<file path="src/pins_pkg.sv">
// Constants, types and carriers shared by the strobe and port logic.
// Assumes clk runs at twice the crystal input rate, so one crystal cycle is two clocks.
package pins_pkg;

  // ==========================================================================
  // Timing
  // ==========================================================================
  localparam int CLK_NS = 10;
  localparam int XTAL_NS = 20;
  // High time of the latch strobe in tenths of a crystal cycle (1.5 cycles).
  localparam int ALE_HIGH_X10 = 15;
  localparam int ALE_PERIOD_XTAL = 4;
  localparam int ALE_HIGH_CYC = (ALE_HIGH_X10 * XTAL_NS + 10 * CLK_NS - 1) / (10 * CLK_NS);
  localparam int ALE_PERIOD_CYC = ALE_PERIOD_XTAL * XTAL_NS / CLK_NS;
  // Strong pull-up kick after a 0 to 1 change of a port bit.
  localparam int BOOST_NS = 20;
  localparam int BOOST_CYC = (BOOST_NS + CLK_NS - 1) / CLK_NS;

  // ==========================================================================
  // Phases within one strobe period, and the kick counter load
  // ==========================================================================
  localparam logic [2:0] PH_LAST = 3'(ALE_PERIOD_CYC - 1);
  localparam logic [2:0] PH_ADDR_LAST = 3'(ALE_HIGH_CYC - 1);
  localparam logic [2:0] PH_PROGRAM_STORE_STROBE_N_FIRST = 3'h4;
  localparam logic [2:0] PH_PROGRAM_STORE_STROBE_N_LAST = 3'h6;
  localparam logic [2:0] PH_RD_SAMPLE = 3'h6;
  localparam logic [1:0] BOOST_LOAD = 2'(BOOST_CYC);

  // ==========================================================================
  // Reset values and bit positions
  // ==========================================================================
  localparam logic [7:0] P0_RESET = 8'hff;
  localparam logic [7:0] P1_RESET = 8'hff;
  localparam int BIT_T2 = 0;
  localparam int BIT_TIMER2_TRIGGER_PIN = 1;
  localparam int BIT_RX1 = 2;
  localparam int BIT_TX1 = 3;
  localparam int BIT_RISE_A = 4;
  localparam int BIT_FALL_A = 5;
  localparam int BIT_RISE_B = 6;
  localparam int BIT_FALL_B = 7;

  // ==========================================================================
  // Types
  // ==========================================================================
  typedef enum logic [1:0] {
    ST_IDLE = 2'b00,
    ST_ADDR = 2'b01,
    ST_DATA = 2'b10
  } bus_state_t;

  typedef struct packed {
    logic is_code;
    logic write;
    logic [15:0] addr;
    logic [7:0] wdata;
  } ext_cmd_t;

  typedef struct packed {
    logic [7:0] o;
    logic [7:0] oe;
  } pins8_t;

endpackage

</file>
<file path="src/latch_strobe_gen.sv">
// Phase counter that paces the address latch strobe and external accesses.
// Assumes one free-running clock at twice the crystal input rate.
`timescale 1ns/1ns
module latch_strobe_gen
  import pins_pkg::*;
(
  input wire logic clk,
  input wire logic rstn,
  output logic [2:0] phase,
  output logic ale_window
);

  // ==========================================================================
  // Period counter
  // ==========================================================================
  // Wraps every strobe period of four crystal cycles.
  always_ff @(posedge clk or negedge rstn)
  begin
    if (!rstn)
      phase <= 3'h0;
    else if (phase == PH_LAST)
      phase <= 3'h0; // see [RL2]
    else
      phase <= phase + 3'h1;
  end

  // The strobe window is the first 1.5 crystal cycles of each period.
  assign ale_window = (phase <= PH_ADDR_LAST); // see [RL2]

endmodule

</file>
<file path="src/qb_port_bit.sv">
// One quasi-bidirectional port bit: output latch, strong pulldown, pull-up kick.
// Assumes a weak pullup on the pin wherever the output enable is low.
`timescale 1ns/1ns
module qb_port_bit
  import pins_pkg::*;
(
  input wire logic clk,
  input wire logic rstn,
  input wire logic wr,
  input wire logic wdata,
  input wire logic alt_out,
  output logic latch,
  output logic pin_out,
  output logic pin_oe
);

  logic eff;
  logic eff_prev;
  logic [1:0] boost;
  logic [1:0] next_boost;

  // ==========================================================================
  // Output latch
  // ==========================================================================
  // Comes out of reset at 1 so the pin idles high and reads as an input.
  always_ff @(posedge clk or negedge rstn)
  begin
    if (!rstn)
      latch <= 1'b1; // see [RL11]
    else if (wr)
      latch <= wdata; // see [RL12]
  end

  // The alternate output can only pull the pin low when the latch is 1.
  assign eff = latch & alt_out;

  // ==========================================================================
  // Pull-up kick
  // ==========================================================================
  // A rising effective value loads a short strong drive, then it decays.
  always_comb
  begin
    if (eff && !eff_prev)
      next_boost = BOOST_LOAD; // see [RL13]
    else if (boost != 2'h0)
      next_boost = boost - 2'h1;
    else
      next_boost = 2'h0;
  end

  // Tracks the previous value and the kick counter.
  always_ff @(posedge clk or negedge rstn)
  begin
    if (!rstn)
    begin
      eff_prev <= 1'b1;
      boost <= 2'h0;
    end
    else
    begin
      eff_prev <= eff;
      boost <= next_boost;
    end
  end

  // Low drives strongly; high drives only during the kick, else weak pullup.
  always_ff @(posedge clk or negedge rstn)
  begin
    if (!rstn)
    begin
      pin_out <= 1'b1;
      pin_oe <= 1'b0;
    end
    else
    begin
      pin_out <= eff;
      pin_oe <= !eff || (next_boost != 2'h0); // see [RL12] see [RL13]
    end
  end

  // ==========================================================================
  // Checks
  // ==========================================================================
  property p_pulldown;
    @(posedge clk) disable iff (!rstn)
      wr && !wdata |-> ##2 (pin_oe && !pin_out);
  endproperty
  a_pulldown: assert property (p_pulldown) else $error("Written 0 did not pull pin low."); // see [RL12]

  property p_kick;
    @(posedge clk) disable iff (!rstn)
      $rose(pin_out) |-> pin_oe[*2] ##1 (!pin_oe || !pin_out);
  endproperty
  a_kick: assert property (p_kick) else $error("Pull-up kick has the wrong length."); // see [RL13]

endmodule

</file>
<file path="src/ext_bus_strobes_and_ports.sv">
// External bus strobes, the open-drain low port and the quasi-bidirectional second port.
// Assumes all pin inputs are synchronous to clk and clk runs at twice the crystal rate.
//
// What this block does
// [RL1] Program-store strobe pulses low for external code reads, otherwise stays high.
// [RL2] Latch strobe is high 1.5 crystal cycles every four crystal cycles.
// [RL3] Latch strobe is forced high while reset is held.
// [RL4] Suppress bit set to 1 stops latch strobe pulses and holds it high.
// [RL5] External accesses still pulse the latch strobe whatever the suppress bit says.
// [RL6] Low port carries address low byte while the latch strobe is high.
// [RL7] After latch strobe falls, low port becomes the data bus until access ends.
// [RL8] External latch captures the low address byte using the latch strobe.
// [RL9] Low port is open-drain for I/O, active-high drivers when it is the bus.
// [RL10] Reset leaves every low-port pin undriven.
// [RL11] Reset sets all second-port latches to 1, pins held high weakly.
// [RL12] Writing 0 to a second-port bit turns on a strong pulldown until changed.
// [RL13] Writing 1 after 0 gives a brief strong pull-up, then weak pullup.
// [RL14] Second-port bits 0 to 3 carry timer 2 and serial port 1 functions.
// [RL15] Rising edge on bit 4 and falling edge on bit 5 raise interrupts.
// [RL16] Rising edge on bit 6 and falling edge on bit 7 raise interrupts.
// [RL17] High address port carries the address upper byte during external accesses.
// [RL18] Software keeps a latch at 1 where its pin serves as an input.
`timescale 1ns/1ns
module ext_bus_strobes_and_ports
  import pins_pkg::*;
(
  input wire logic clk,
  input wire logic rstn,
  input wire logic latch_strobe_suppress,
  input wire logic ext_req,
  input wire ext_cmd_t ext_cmd,
  output logic ext_busy,
  output logic ext_done,
  output logic [7:0] ext_rdata,
  input wire logic p0_wr,
  input wire logic [7:0] p0_wdata,
  input wire logic p1_wr,
  input wire logic [7:0] p1_wdata,
  output logic [7:0] p1_latch,
  input wire logic timer2_io_drive,
  input wire logic serial1_transmit,
  output logic timer2_io_pin,
  output logic timer2_trigger_pin,
  output logic serial1_receive,
  output logic ext_irq_rise_a,
  output logic ext_irq_fall_a,
  output logic ext_irq_rise_b,
  output logic ext_irq_fall_b,
  output logic latch_strobe,
  output logic program_store_strobe_n,
  input wire logic [7:0] low_bus_in,
  output pins8_t low_addr_data_bus,
  output logic [7:0] high_addr_port,
  output logic high_addr_drive,
  input wire logic [7:0] p1_pin_in,
  output pins8_t p1_drive
);

  // Reports an edge of the wanted direction between two samples.
  function automatic logic edge_seen(input logic cur, input logic prev, input logic rising);
    edge_seen = rising ? (cur && !prev) : (!cur && prev);
  endfunction

  logic [2:0] phase;
  logic ale_window;
  bus_state_t state;
  bus_state_t next_state;
  ext_cmd_t req_q;
  logic take;
  logic active;
  logic [7:0] p0_latch;
  logic [7:0] p1_sync;
  logic [7:0] p1_prev;
  logic [7:0] alt_vec;

  // ==========================================================================
  // Strobe timing
  // ==========================================================================
  latch_strobe_gen u_gen (
    .clk(clk),
    .rstn(rstn),
    .phase(phase),
    .ale_window(ale_window)
  );

  // ==========================================================================
  // External access sequencer
  // ==========================================================================
  // A request is taken only at the end of a period, so accesses align to it.
  assign take = (state == ST_IDLE) && ext_req && (phase == PH_LAST);
  assign active = (state != ST_IDLE);

  // Address phase spans the strobe window, data phase the rest of the period.
  always_comb
  begin
    case (state)
      ST_IDLE: next_state = take ? ST_ADDR : ST_IDLE;
      ST_ADDR: next_state = (phase == PH_ADDR_LAST) ? ST_DATA : ST_ADDR; // see [RL7]
      ST_DATA: next_state = (phase == PH_LAST) ? ST_IDLE : ST_DATA;
      default: next_state = ST_IDLE;
    endcase
  end

  // State register.
  always_ff @(posedge clk or negedge rstn)
  begin
    if (!rstn)
      state <= ST_IDLE;
    else
      state <= next_state;
  end

  // The command is held stable for the whole access.
  always_ff @(posedge clk or negedge rstn)
  begin
    if (!rstn)
      req_q <= '0;
    else if (take)
      req_q <= ext_cmd;
  end

  // Status toward the core, and the read data captured late in the data phase.
  always_ff @(posedge clk or negedge rstn)
  begin
    if (!rstn)
    begin
      ext_busy <= 1'b0;
      ext_done <= 1'b0;
      ext_rdata <= 8'h00;
    end
    else
    begin
      ext_busy <= active;
      ext_done <= (state == ST_DATA) && (phase == PH_LAST);
      if ((state == ST_DATA) && !req_q.write && (phase == PH_RD_SAMPLE))
        ext_rdata <= low_bus_in;
    end
  end

  // ==========================================================================
  // Strobes
  // ==========================================================================
  // Suppression only holds the strobe high when no access is running.
  always_ff @(posedge clk or negedge rstn)
  begin
    if (!rstn)
      latch_strobe <= 1'b1; // see [RL3]
    else if (latch_strobe_suppress && !active)
      latch_strobe <= 1'b1; // see [RL4]
    else
      latch_strobe <= ale_window; // see [RL2] see [RL5]
  end

  // Code reads drop the program-store strobe in the middle of the data phase.
  always_ff @(posedge clk or negedge rstn)
  begin
    if (!rstn)
      program_store_strobe_n <= 1'b1;
    else
      program_store_strobe_n <= !((state == ST_DATA) && req_q.is_code
        && (phase >= PH_PROGRAM_STORE_STROBE_N_FIRST) && (phase <= PH_PROGRAM_STORE_STROBE_N_LAST)); // see [RL1]
  end

  // ==========================================================================
  // Low port and high address port
  // ==========================================================================
  // General purpose latch of the open-drain low port; all ones floats the pins.
  always_ff @(posedge clk or negedge rstn)
  begin
    if (!rstn)
      p0_latch <= P0_RESET; // see [RL10]
    else if (p0_wr)
      p0_latch <= p0_wdata;
  end

  // The address goes out with the strobe; the external latch holds it after.
  always_ff @(posedge clk or negedge rstn)
  begin
    if (!rstn)
      low_addr_data_bus <= '0; // see [RL10]
    else
    begin
      case (state)
        ST_ADDR:
        begin
          low_addr_data_bus.o <= req_q.addr[7:0]; // see [RL6] see [RL8]
          low_addr_data_bus.oe <= 8'hff; // see [RL9]
        end
        ST_DATA:
        begin
          low_addr_data_bus.o <= req_q.write ? req_q.wdata : 8'h00; // see [RL7]
          low_addr_data_bus.oe <= req_q.write ? 8'hff : 8'h00;
        end
        default:
        begin
          low_addr_data_bus.o <= 8'h00;
          low_addr_data_bus.oe <= ~p0_latch; // see [RL9]
        end
      endcase
    end
  end

  // The upper address byte is driven for every external access.
  always_ff @(posedge clk or negedge rstn)
  begin
    if (!rstn)
    begin
      high_addr_port <= 8'h00;
      high_addr_drive <= 1'b0;
    end
    else
    begin
      high_addr_drive <= active;
      if (active)
        high_addr_port <= req_q.addr[15:8]; // see [RL17]
    end
  end

  // ==========================================================================
  // Second port
  // ==========================================================================
  // Alternate outputs; software leaves input bits' latches at 1 (see [RL18]).
  always_comb
  begin
    alt_vec = 8'hff;
    alt_vec[BIT_T2] = timer2_io_drive; // see [RL14]
    alt_vec[BIT_TX1] = serial1_transmit; // see [RL14]
  end

  // One quasi-bidirectional cell per pin.
  genvar gi;
  generate
    for (gi = 0; gi < 8; gi = gi + 1)
    begin : g_p1
      qb_port_bit u_bit (
        .clk(clk),
        .rstn(rstn),
        .wr(p1_wr),
        .wdata(p1_wdata[gi]),
        .alt_out(alt_vec[gi]),
        .latch(p1_latch[gi]),
        .pin_out(p1_drive.o[gi]),
        .pin_oe(p1_drive.oe[gi])
      );
    end
  endgenerate

  // Pin samples for the alternate inputs and the edge detectors.
  always_ff @(posedge clk or negedge rstn)
  begin
    if (!rstn)
    begin
      p1_sync <= P1_RESET;
      p1_prev <= P1_RESET;
    end
    else
    begin
      p1_sync <= p1_pin_in;
      p1_prev <= p1_sync;
    end
  end

  // Alternate inputs and one-cycle interrupt requests.
  always_ff @(posedge clk or negedge rstn)
  begin
    if (!rstn)
    begin
      timer2_io_pin <= 1'b1;
      timer2_trigger_pin <= 1'b1;
      serial1_receive <= 1'b1;
      ext_irq_rise_a <= 1'b0;
      ext_irq_fall_a <= 1'b0;
      ext_irq_rise_b <= 1'b0;
      ext_irq_fall_b <= 1'b0;
    end
    else
    begin
      timer2_io_pin <= p1_sync[BIT_T2]; // see [RL14]
      timer2_trigger_pin <= p1_sync[BIT_TIMER2_TRIGGER_PIN]; // see [RL14]
      serial1_receive <= p1_sync[BIT_RX1]; // see [RL14]
      ext_irq_rise_a <= edge_seen(p1_sync[BIT_RISE_A], p1_prev[BIT_RISE_A], 1'b1); // see [RL15]
      ext_irq_fall_a <= edge_seen(p1_sync[BIT_FALL_A], p1_prev[BIT_FALL_A], 1'b0); // see [RL15]
      ext_irq_rise_b <= edge_seen(p1_sync[BIT_RISE_B], p1_prev[BIT_RISE_B], 1'b1); // see [RL16]
      ext_irq_fall_b <= edge_seen(p1_sync[BIT_FALL_B], p1_prev[BIT_FALL_B], 1'b0); // see [RL16]
    end
  end

  // ==========================================================================
  // Checks
  // ==========================================================================
  property p_program_store_strobe_n_idle;
    @(posedge clk) disable iff (!rstn)
      !ext_busy |-> program_store_strobe_n;
  endproperty
  a_program_store_strobe_n_idle: assert property (p_program_store_strobe_n_idle) else $error("Store strobe low outside access."); // see [RL1]

  property p_ale_period;
    @(posedge clk) disable iff (!rstn)
      $rose(latch_strobe) |-> ##8 latch_strobe;
  endproperty
  a_ale_period: assert property (p_ale_period) else $error("Latch strobe period is wrong."); // see [RL2]

  property p_ale_width;
    @(posedge clk) disable iff (!rstn)
      $rose(latch_strobe) && ext_busy |-> latch_strobe[*3] ##1 !latch_strobe;
  endproperty
  a_ale_width: assert property (p_ale_width) else $error("Latch strobe width is wrong."); // see [RL2] see [RL5]

  property p_ale_reset;
    @(posedge clk) $rose(rstn) |-> latch_strobe && (low_addr_data_bus.oe == 8'h00);
  endproperty
  a_ale_reset: assert property (p_ale_reset) else $error("Reset state of strobe or port wrong."); // see [RL3] see [RL10]

  property p_suppress;
    @(posedge clk) disable iff (!rstn)
      $past(latch_strobe_suppress) && !ext_busy |-> latch_strobe;
  endproperty
  a_suppress: assert property (p_suppress) else $error("Suppressed latch strobe pulsed."); // see [RL4]

  property p_addr_out;
    @(posedge clk) disable iff (!rstn)
      latch_strobe && ext_busy |->
        (low_addr_data_bus.oe == 8'hff) && (low_addr_data_bus.o == req_q.addr[7:0]);
  endproperty
  a_addr_out: assert property (p_addr_out) else $error("Address low byte not on bus."); // see [RL6]

  property p_data_turn;
    @(posedge clk) disable iff (!rstn)
      $fell(latch_strobe) && ext_busy && !req_q.write |-> (low_addr_data_bus.oe == 8'h00) [*5];
  endproperty
  a_data_turn: assert property (p_data_turn) else $error("Low port not released for read."); // see [RL7]

  property p_addr_hi;
    @(posedge clk) disable iff (!rstn)
      ext_busy |-> high_addr_drive && (high_addr_port == req_q.addr[15:8]);
  endproperty
  a_addr_hi: assert property (p_addr_hi) else $error("High address byte wrong."); // see [RL17]

  property p_irq_edges;
    @(posedge clk) disable iff (!rstn)
      (p1_sync[BIT_FALL_B] == 1'b0) && p1_prev[BIT_FALL_B] ##1 1'b1 |-> ext_irq_fall_b;
  endproperty
  a_irq_edges: assert property (p_irq_edges) else $error("Falling edge interrupt missed."); // see [RL16]

  property p_irq_rise;
    @(posedge clk) disable iff (!rstn)
      $rose(p1_sync[BIT_RISE_A]) |=> ext_irq_rise_a ##1 !ext_irq_rise_a;
  endproperty
  a_irq_rise: assert property (p_irq_rise) else $error("Rising edge interrupt wrong."); // see [RL15]

  c_code_read: cover property (@(posedge clk) disable iff (!rstn) ext_done && req_q.is_code);
  c_write: cover property (@(posedge clk) disable iff (!rstn) ext_done && req_q.write);
  c_sup_access: cover property (@(posedge clk) disable iff (!rstn)
    latch_strobe_suppress && $rose(ext_busy));
  c_irq_fall_a: cover property (@(posedge clk) disable iff (!rstn) ext_irq_fall_a);

endmodule

</file>
<file path="config.mk">
export PLATFORM = sky130hd
export DESIGN_NAME = ext_bus_strobes_and_ports
export DESIGN_NICKNAME = d
export VERILOG_FILES = /design/src/pins_pkg.sv /design/src/latch_strobe_gen.sv /design/src/qb_port_bit.sv /design/src/ext_bus_strobes_and_ports.sv
export SDC_FILE = /design/constraint.sdc
export NUM_CORES = 1
export LEC_CHECK = 0
export BUFFER_PORTS_ARGS = -buffer_cell sky130_fd_sc_hd__buf_4
export CORE_ASPECT_RATIO = 1.2
export CORE_MARGIN = 4
export CORE_UTILIZATION = 47
export DETAILED_ROUTE_END_ITERATION = 8
export GPL_TIMING_DRIVEN = 0
export PLACE_DENSITY = 0.75
export SLEW_MARGIN = 20
export SYNTH_ARGS = -nofsm -noshare
export SYNTH_HDL_FRONTEND = slang
export SYNTH_HIERARCHICAL = 1
export SYNTH_SLANG_ARGS = --single-unit
</file>
<file path="constraint.sdc">
create_clock -name clk -period 1.6 [get_ports clk]
set_input_delay 0.16 -clock clk [delete_from_list [all_inputs] [get_ports clk]]
set_output_delay 0.16 -clock clk [all_outputs]
set_load 0.005 [all_outputs]
</file>
After elaboration in Yosys (flattened, before gate mapping) --
Index checks and enable logic that the tools add are counted.
Cells by class: add/subtract/negate cells 9, $lt $le $gt $ge 3, equality and inequality tests 5, muxes and demuxes 25, bitwise operators 3, reduce and logical (&&, ||, !) cells 70
Operator list (number):
- $mux W2 | 18
- $reduce_bool A2 Y1 | 17
- $pmux W16 S2 | 1
- $logic_not A1 Y1 | 23
- $logic_and A1 B1 Y1 | 21
- $mux W8 | 2
- $sub A2 B1 Y2 const B | 8
- $logic_or A1 B1 Y1 | 8
- $not A8 Y8 | 1
- $eq A3 B3 Y1 const B | 2
- $pmux W2 S3 | 1
- $add A3 B1 Y3 const B | 1
- $eq A3 B2 Y1 const B | 1
- $ge A3 B3 Y1 const B | 1
- $le A3 B2 Y1 const B | 1
- $le A3 B3 Y1 const B | 1
- $mux W3 | 1
- $and A1 B1 Y1 | 2
- $eq A2 B1 Y1 const B | 1
- $eq A2 B2 Y1 const B | 1
- $logic_not A2 Y1 | 1
- $mux W1 | 2
Storage, ports and cells: flip-flop bits (word level) 138, input bits 66, output and inout bits 68, logic and storage cells 171

Depth between registers and ports, before layout --
Gate-level depths: netlist of run 1.
depth in word-level cells 5, mapped depth 7

Hierarchy --
Netlist of run 1, hierarchy kept.
Modules (own cells, without submodules):
- ext_bus_strobes_and_ports | instances 1, cells an instance 204, area each 3382.0 µm², sequential area each 2282.2 µm²
- qb_port_bit | instances 8, cells an instance 11, area each 181.4 µm², sequential area each 127.6 µm²
- latch_strobe_gen | instances 1, cells an instance 11, area each 136.4 µm², sequential area each 75.1 µm²

Least setup slack after synthesis of run 1 --
Ideal clock, no wire load.
path kind register to register, start point register state[0], end point register req_q[10] (netlist name), setup time 0.125 ns, arrival 1.536 ns, required time 1.475 ns, slack -0.061 ns, stages on the path, launching flop included 8, buffers on the path 2, cell sequence dfrtp_1 inv_1 ha_1 nand2_1 or3_4 buf_6 buf_12 mux2_4
On the way: word-level cells in the longest chain between the ends 3
RTL lines:
- start: declaration | RTL line ext_bus_strobes_and_ports.sv:66 | bus_state_t state;
- start signal: assignment | RTL line ext_bus_strobes_and_ports.sv:110 | state <= next_state;
- $logic_not A2 Y1 | RTL line ext_bus_strobes_and_ports.sv:90 | assign take = (state == ST_IDLE) && ext_req && (phase == PH_LAST);
- $logic_and A1 B1 Y1 (2 in series) | RTL line ext_bus_strobes_and_ports.sv:90
- end signal: assignment | RTL line ext_bus_strobes_and_ports.sv:119 | req_q <= ext_cmd;
- end: declaration | RTL line ext_bus_strobes_and_ports.sv:68 | ext_cmd_t req_q;
Every way passes these cells. A chain may end at the register's enable or synchronous reset.

Worst setup path after layout of run 1 --
start point register state[0], end point register ext_rdata[0]
On the way: word-level cells in the longest chain between the ends 3
RTL lines:
- $eq A2 B2 Y1 | RTL line ext_bus_strobes_and_ports.sv:135 | if ((state == ST_DATA) && !req_q.write && (phase == PH_RD_SAMPLE))
- $logic_and A1 B1 Y1 (2 in series) | RTL line ext_bus_strobes_and_ports.sv:135
- end signal: assignment | RTL line ext_bus_strobes_and_ports.sv:136 | ext_rdata <= low_bus_in;
- end: declaration | RTL line ext_bus_strobes_and_ports.sv:34 | output logic [7:0] ext_rdata,
Every way passes these cells.

==> out/metrics.json, run 1 <==
{
  "outcome": {
    "status": "finished, violations left",
    "violations": "negative setup slack"
  },
  "placed_design": {
    "dp_hpwl_um": 6480,
    "port_buffers": 131,
    "gp_congestion": 0.718
  },
  "global_routing": {
    "antenna_found_initial": 0,
    "grt_pass1_wl_um": 17900,
    "grt_max_degree": 80,
    "global_route.overflow_total": 0,
    "first_global_vias": 3624,
    "grt_use_total_pct": 18.9
  },
  "clock_network": {
    "clkTransAtPathRegs_ns": 0.06,
    "maximum_clock_path_buffer_count": 2,
    "clock_insertion_delay_worst_skew_ns": 0.40,
    "tritoncts": "done",
    "cts-buffers-inserted": 17,
    "ctsHtreeMaxLevel": 4,
    "tritoncts_sink_count": 133,
    "cts-root-buf": "sky130_fd_sc_hd__clkbuf_16"
  },
  "worst_hold_path": {
    "worstHoldStart": "p1_wr",
    "hold_end": "g_p1[2].u_bit/latch$_DFFE_PN1P_",
    "hold_path_class": "input port to register",
    "whs_path_depth": 2
  },
  "logic_synthesis": {
    "synth_instances": 303,
    "synth_top_area_share_pct": 46.8,
    "synth.area.top_cells": "sky130_fd_sc_hd__dfrtp_1 (47%), sky130_fd_sc_hd__dfstp_2 (21%), sky130_fd_sc_hd__mux2_4 (8.2%)",
    "synth_cell_types": 30,
    "synth.yosys.seq_area_share_pct": 68.0,
    "asyncSetResetFlopFracSynth_pct": 100,
    "count_of_yosys_warnings_during_synthesis": 6,
    "synth_edf_count": 0,
    "synth_largest_area_cell": "sky130_fd_sc_hd__dfrtp_1",
    "ys.flop_type": "sky130_fd_sc_hd__dfrtp_1",
    "yosys.cell_count.top_type": "sky130_fd_sc_hd__dfrtp_1",
    "postSynthRegisterBits": 133,
    "post_synth_instance_area_um2": 4970,
    "synth.avg_cell_area_um2": 16.4,
    "yosys-top-cells-count": "sky130_fd_sc_hd__dfrtp_1 (93), sky130_fd_sc_hd__dfstp_2 (40), sky130_fd_sc_hd__mux2_2 (31)"
  },
  "setup_path": {
    "r2r_setup_slack_ns": -0.07,
    "critical_path_class": "register to register",
    "cp_max_fo": 8,
    "timing.rr.end": "ext_rdata[0]$_DFFE_PN0P_",
    "worst_reg_to_reg_cells": 4,
    "cp-start-kind": "register",
    "cp.required_ns": 1.89,
    "rr_startpoint": "state[0]$_DFF_PN0_",
    "arrival_ns": 1.96,
    "worstSetupEndpointType": "register"
  },
  "timing": {
    "max_slew_vio_count": 0,
    "timing.clock.skew_ns": 0.00562,
    "finalHoldViolCount": 0,
    "max_freq_mhz": 599,
    "setup_ws_ns": -0.0702,
    "min_period_ns": 1.67,
    "rsz0062_at_grt": "true",
    "final.setup.tns_ns": -1.48,
    "min_period_over_period_pct": 104,
    "final-setup-viol-count": 30
  },
  "routing": {
    "post-route-drc-count": 0,
    "drt_pass1_iterations": 6,
    "antenna_left": 0,
    "number_of_vias_in_the_routed_layout": 3214,
    "detail_route.wl_per_cell_um": 16.4,
    "dr.first_iter.drc_count": 85,
    "via_density_per_instance": 4.82,
    "post_detailed_routing_wire_length_um": 10900
  },
  "final_layout": {
    "post-route-util_pct": 73.7,
    "synthToLayoutAreaGrowth_pct": 50.7,
    "num_antenna_cells": 0,
    "final_nets": 601,
    "drive_above_1_share_pct": 53.6
  },
  "power": {
    "worst_ir_drop_vdd_mv": 0.757,
    "power-per-cell-area_nw_per_um2": 1230,
    "p_leak_nw": 3.62
  },
  "floorplan": {
    "count_of_standard_cell_rows": 40,
    "die_w_um": 102,
    "num_io_pins": 134,
    "design.core.area_um2": 10200,
    "floorplan.initialDensity_pct": 48.9,
    "die_height_um": 121,
    "floorplan.die_area_um2": 12300
  },
  "run": {
    "max_cap_viol_count": 0
  }
}
layout by cell type (no fill, tap or decap), types with 2 or more instances in the layout:
cell / n
sky130_fd_sc_hd__ha_1: 6
sky130_fd_sc_hd__clkbuf_8: 2
sky130_fd_sc_hd__dlygate4sd3_1: 61
sky130_fd_sc_hd__buf_4: 135
sky130_fd_sc_hd__clkbuf_1: 2
sky130_fd_sc_hd__buf_6: 2
sky130_fd_sc_hd__mux2_4: 27
sky130_fd_sc_hd__nor2b_1: 12
sky130_fd_sc_hd__clkinv_4: 3
sky130_fd_sc_hd__inv_2: 2
sky130_fd_sc_hd__a21oi_1: 2
sky130_fd_sc_hd__mux2_2: 31
sky130_fd_sc_hd__nand3b_1: 8
sky130_fd_sc_hd__nor3b_2: 8
sky130_fd_sc_hd__clkbuf_16: 17
sky130_fd_sc_hd__o21ai_0: 10
sky130_fd_sc_hd__clkbuf_2: 3
sky130_fd_sc_hd__nand2_1: 3
sky130_fd_sc_hd__dfstp_2: 40
sky130_fd_sc_hd__nor2_1: 3
sky130_fd_sc_hd__clkinvlp_4: 2
sky130_fd_sc_hd__a21o_1: 9
sky130_fd_sc_hd__and2_1: 8
sky130_fd_sc_hd__dfrtp_1: 92
sky130_fd_sc_hd__bufinv_16: 5
sky130_fd_sc_hd__conb_1: 12
sky130_fd_sc_hd__and3b_1: 8
sky130_fd_sc_hd__inv_1: 4
sky130_fd_sc_hd__buf_12: 2
sky130_fd_sc_hd__clkinv_2: 2
sky130_fd_sc_hd__a22oi_1: 8
how the worst max path moves through the flow:
stage                                  start                             end  slack [ns]  cells after the start
final                     state[0]$_DFF_PN0_        ext_rdata[0]$_DFFE_PN0P_       -0.07                      4
after global routing      state[0]$_DFF_PN0_        ext_rdata[7]$_DFFE_PN0P_       -0.12                      4
after CTS                 state[1]$_DFF_PN0_           req_q[14]$_DFFE_PN0P_       -0.10                      6
after detailed placement  state[0]$_DFF_PN0_  low_addr_data_bus[1]$_DFF_PN0_       -0.31                      6
after global placement    state[0]$_DFF_PN0_  low_addr_data_bus[0]$_DFF_PN0_       -0.23                      6
after floorplan           state[0]$_DFF_PN0_           req_q[10]$_DFFE_PN0P_       -0.06                      7
per-stage QoR:
| stage | instance area [µm²] | power (mW) | setup slack, ns | hold slack (ns) | cells |
|---|---|---|---|---|---|
| final | 7490 | 9.23 | -0.0702 | 0.0944 | 667 |
| after global routing | 7490 | 9.59 | -0.120 | 0.0924 | 667 |
| after CTS | 7490 | 9.31 | -0.104 | 0.0789 | 668 |
| after detailed placement | 6180 | 4.87 | -0.309 | 0.148 | 572 |
| after global placement | 6150 | 4.82 | -0.225 | 0.269 | 571 |
| after floorplan | 5010 | 4.32 | -0.0607 | -0.136 | 314 |
state kept, by name (all words and copies together), names as in the netlist:
| name | count |
|---|---|
| g_p1.u_bit/pin_oe | 8 |
| p1_prev | 7 |
| req_q | 26 |
| u_gen/phase | 3 |
| p0_latch | 8 |
| ext_done | 1 |
| state | 2 |
| ext_rdata | 8 |
| g_p1.u_bit/latch | 8 |
| low_addr_data_bus | 16 |
| ext_irq_rise_a | 1 |
| high_addr_port | 8 |
| high_addr_drive | 1 |
| p1_sync | 7 |
| g_p1.u_bit/pin_out | 8 |
| g_p1.u_bit/boost | 16 |
| ext_irq_fall_b | 1 |
| latch_strobe | 1 |
| program_store_strobe_n | 1 |
| ext_irq_fall_a | 1 |
| ext_irq_rise_b | 1 |
cells by family after synthesis:
logic type | after synthesis | share of synthesized area, %
DFF | 133 | 68.0
muxes | 58 | 15.2
and+or+nand+nor | 57 | 8.71
AOI/OAI and AO/OA | 31 | 4.05
buffers and inverters | 16 | 2.24
adders and majority gates | 7 | 1.76
other | 1 | 0.0755
layout make-up:
| type | instances | area [µm²] |
|---|---|---|
| clock inverters | 12 | 201 |
| repair buffers | 198 | 1670 |
| fillers | 659 | 2670 |
| multi-input cells | 165 | 1540 |
| flip-flops and latches | 133 | 3380 |
| inverters | 6 | 22.5 |
| well taps | 126 | 158 |
| clock buffers | 20 | 457 |
| plain buffers | 7 | 66.3 |
worst max-delay path, stage by stage, from the launching register on:
cell,delay (ns)
sky130_fd_sc_hd__dfrtp_1,0.39
sky130_fd_sc_hd__inv_2,0.06
sky130_fd_sc_hd__ha_2,0.18
sky130_fd_sc_hd__or4b_4,0.57
sky130_fd_sc_hd__mux2_4,0.34
where the power goes:
| group | internal [mW] | switching [mW] |
|---|---|---|
| clock network | 2.85 | 1.43 |
| registers | 3.74 | 0.189 |
| logic | 0.679 | 0.341 |
| total | 7.27 | 1.95 |
metal layers:
| metal | part of all wire (%) | routed length (µm) | GRT usage [%] | up-vias |
|---|---|---|---|---|
| li1 | - | - | - | 1490 |
| met1 | 38 | 4100 | 21.0 | 1604 |
| met2 | 55 | 6010 | 34.0 | 103 |
| met3 | 5.9 | 646 | 5.02 | 17 |
| met4 | 1.5 | 167 | 7.22 | 0 |
| met5 | 0 | 0 | 0 | - |
what timing repair did:
action                                 4_1_cts  5_1_grt
setup buffers                                5        0
gates resized for setup                      7        8
pin swaps                                    1        2
endpoints found under the hold margin       97        0
setup endpoints to repair                   43       55
hold buffers                                61        0
Power figures use the tool's default switching activity.
==> run 2: changes to the inputs <==
Settings changed: CELL_PAD_IN_SITES_DETAIL_PLACEMENT set to 0, CELL_PAD_IN_SITES_GLOBAL_PLACEMENT set to 1, CORE_UTILIZATION 47 to 38, PLACE_DENSITY 0.75 to unset, PLACE_DENSITY_LB_ADDON set to 0.1.
==> run 2 against run 1 <==
The flow still finishes with violations (negative setup slack). Via count shrank 1.3%. Utilization fell by 14 points. Global-route usage shrank 4.9 points. Final area rose by 0.85%. Critical endpoint is now req_q[18]$_DFFE_PN0P_. Die area rose by 22%. Sequential share of layout area decreased by 0.40 points. Critical path depth grew 2. Final cell count increased by 6.1%. Largest cell class unchanged. Clock power down 8.0%. Fmax decreased by 1.4%. Sequential power about the same.
==> out/metrics.json, run 2 (synthesis gave the netlist of run 1 again) <==
{
  "final_layout": {
    "final_common_cell": "sky130_fd_sc_hd__buf_4",
    "final_nets": 604,
    "largest_reg_flops": 26,
    "largest_registers": "req_q (26), g_p1.u_bit/boost (16), low_addr_data_bus (16)",
    "synthToLayoutAreaGrowth_pct": 52.0,
    "final_cell_count_no_fill": 708,
    "drive_above_1_share_pct": 54.6,
    "final_design_area_no_fill_um2": 7550,
    "final_cell_mix": "sky130_fd_sc_hd__buf_4 (138), sky130_fd_sc_hd__dfrtp_1 (93), sky130_fd_sc_hd__dlygate4sd3_1 (61)",
    "max_flop_register": "req_q",
    "num_antenna_cells": 0
  },
  "floorplan": {
    "floorplan.initialDensity_pct": 39.1,
    "die_height_um": 133,
    "die_w_um": 112,
    "floorplan.die_area_um2": 15000,
    "count_of_standard_cell_rows": 45,
    "num_io_pins": 134,
    "design.core.area_um2": 12700
  },
  "routing": {
    "number_of_vias_in_the_routed_layout": 3171,
    "drt_pass1_iterations": 4,
    "met3WireLength_um": 683,
    "post_detailed_routing_wire_length_um": 9990,
    "antenna_left": 0,
    "detail_route.wl_per_cell_um": 14.1,
    "routed-wl-met2_um": 4790,
    "via_density_per_instance": 4.48,
    "wirelength_met1_um": 4310,
    "top_layer_used": "met4",
    "post-route-drc-count": 0,
    "dr.first_iter.drc_count": 57
  },
  "clock_network": {
    "clkTransAtPathRegs_ns": 0.06,
    "cts-root-buf": "sky130_fd_sc_hd__clkbuf_16",
    "tritoncts": "done",
    "clock_insertion_delay_worst_skew_ns": 0.41,
    "ctsHtreeMaxLevel": 4,
    "tritoncts_sink_count": 133,
    "cts-buffers-inserted": 17,
    "maximum_clock_path_buffer_count": 2
  },
  "power": {
    "worst_ir_drop_vdd_mv": 0.659,
    "p_leak_nw": 3.62,
    "power-per-cell-area_nw_per_um2": 1170
  },
  "global_routing": {
    "grt_pass1_wl_um": 16400,
    "antenna_found_initial": 0,
    "global_route.overflow_total": 0,
    "grt_max_degree": 72,
    "first_global_vias": 3329,
    "grt_use_total_pct": 14.0
  },
  "placed_design": {
    "post_placement_cell_area_um2": 6230,
    "gp_congestion": 0.710,
    "placed_cells": 610,
    "dp_hpwl_um": 6550,
    "port_buffers": 131,
    "dp_slack_ns": -0.424
  },
  "timing": {
    "final.setup.tns_ns": -2.44,
    "rsz0062_at_grt": "true",
    "min_period_over_period_pct": 106,
    "min_period_ns": 1.69,
    "timing.clock.skew_ns": 0.00426,
    "setup_ws_ns": -0.0944,
    "finalHoldViolCount": 0,
    "max_freq_mhz": 590,
    "max_slew_vio_count": 0,
    "final-setup-viol-count": 34
  },
  "run": {
    "max_cap_viol_count": 0
  },
  "setup_path": {
    "cp-start-kind": "register",
    "critical_path_class": "register to register",
    "worstSetupEndpointType": "register",
    "cp.required_ns": 1.89,
    "cp_max_fo": 5,
    "arrival_ns": 1.99
  },
  "worst_hold_path": {
    "hold_path_class": "input port to register"
  },
  "outcome": {
    "status": "finished, violations left",
    "violations": "negative setup slack"
  }
}
run 2: cell types whose count changed in the layout (fill, tap and decap cells not counted), sizes merged:
cell      before  now
inv            6    9
buf          140  142
bufinv         5    3
clkbuf        24   22
clkinvlp       2    4
run 2: power breakdown:
part           switching, mW  leakage (nW)  internal, mW
clock                   1.47         0.286          2.46
combinational          0.327          1.78         0.686
sequential             0.176          1.55          3.74
total                   1.98          3.62          6.89
run 2: cell type report:
cell class | count | area (µm²)
plain buffers | 7 | 68.8
clock buffers | 17 | 425
clock inverters | 15 | 179
fillers | 1066 | 5170
inverters | 6 | 22.5
multi-input cells | 165 | 1570
flip-flops and latches | 133 | 3380
well taps | 164 | 205
repair buffers | 201 | 1710
run 2: layer usage:
metal / GRT usage, % / up-vias
li1: - / 1499
met1: 18.0 / 1556
met2: 21.1 / 97
met3: 5.00 / 19
met4: 6.61 / 0
met5: 0 / -
run 2: repair_timing:
item	in CTS	in global routing
endpoints found under the setup margin	45	43
gates cloned	0	1
resized for setup	9	15
buffers inserted	5	2
hold endpoints to repair	110	0
hold buffers	61	0
pin swaps	2	2
run 2: critical path, cell delays in order, from the launching register on:
cell and delay, ns:
sky130_fd_sc_hd__dfrtp_1 0.43, sky130_fd_sc_hd__inv_2 0.10, sky130_fd_sc_hd__ha_4 0.13, sky130_fd_sc_hd__nand2_2 0.04
sky130_fd_sc_hd__or3_4 0.40, sky130_fd_sc_hd__clkbuf_16 0.19, sky130_fd_sc_hd__mux2_4 0.29
run 2: final timing paths:
kind | startpoint | end | slack, ns | cells past startpoint
setup / recovery | state[1]$_DFF_PN0_ | req_q[18]$_DFFE_PN0P_ | -0.09 | 6
hold / removal | p1_wr | g_p1[1].u_bit/latch$_DFFE_PN1P_ | 0.10 | 2
setup reg to reg | state[1]$_DFF_PN0_ | req_q[18]$_DFFE_PN0P_ | -0.09 | 6
hold reg to reg | p1_sync[2]$_DFF_PN1_ | p1_prev[2]$_DFF_PN1_ | 0.35 | 0
max in group asynchronous | rstn | program_store_strobe_n$_DFF_PN1_ | 0.59 | 3
min in group asynchronous | rstn | g_p1[4].u_bit/boost[0]$_DFF_PN0_ | 0.27 | 2
run 2: metrics by stage:
step	total power, mW	util, %	hold WS, ns
floorplan	4.32	-	-0.136
global placement	4.83	48.7	0.268
detailed placement	4.87	49.0	0.130
CTS	8.98	58.8	0.0802
global route	9.27	59.4	0.0888
finish	8.86	59.4	0.100
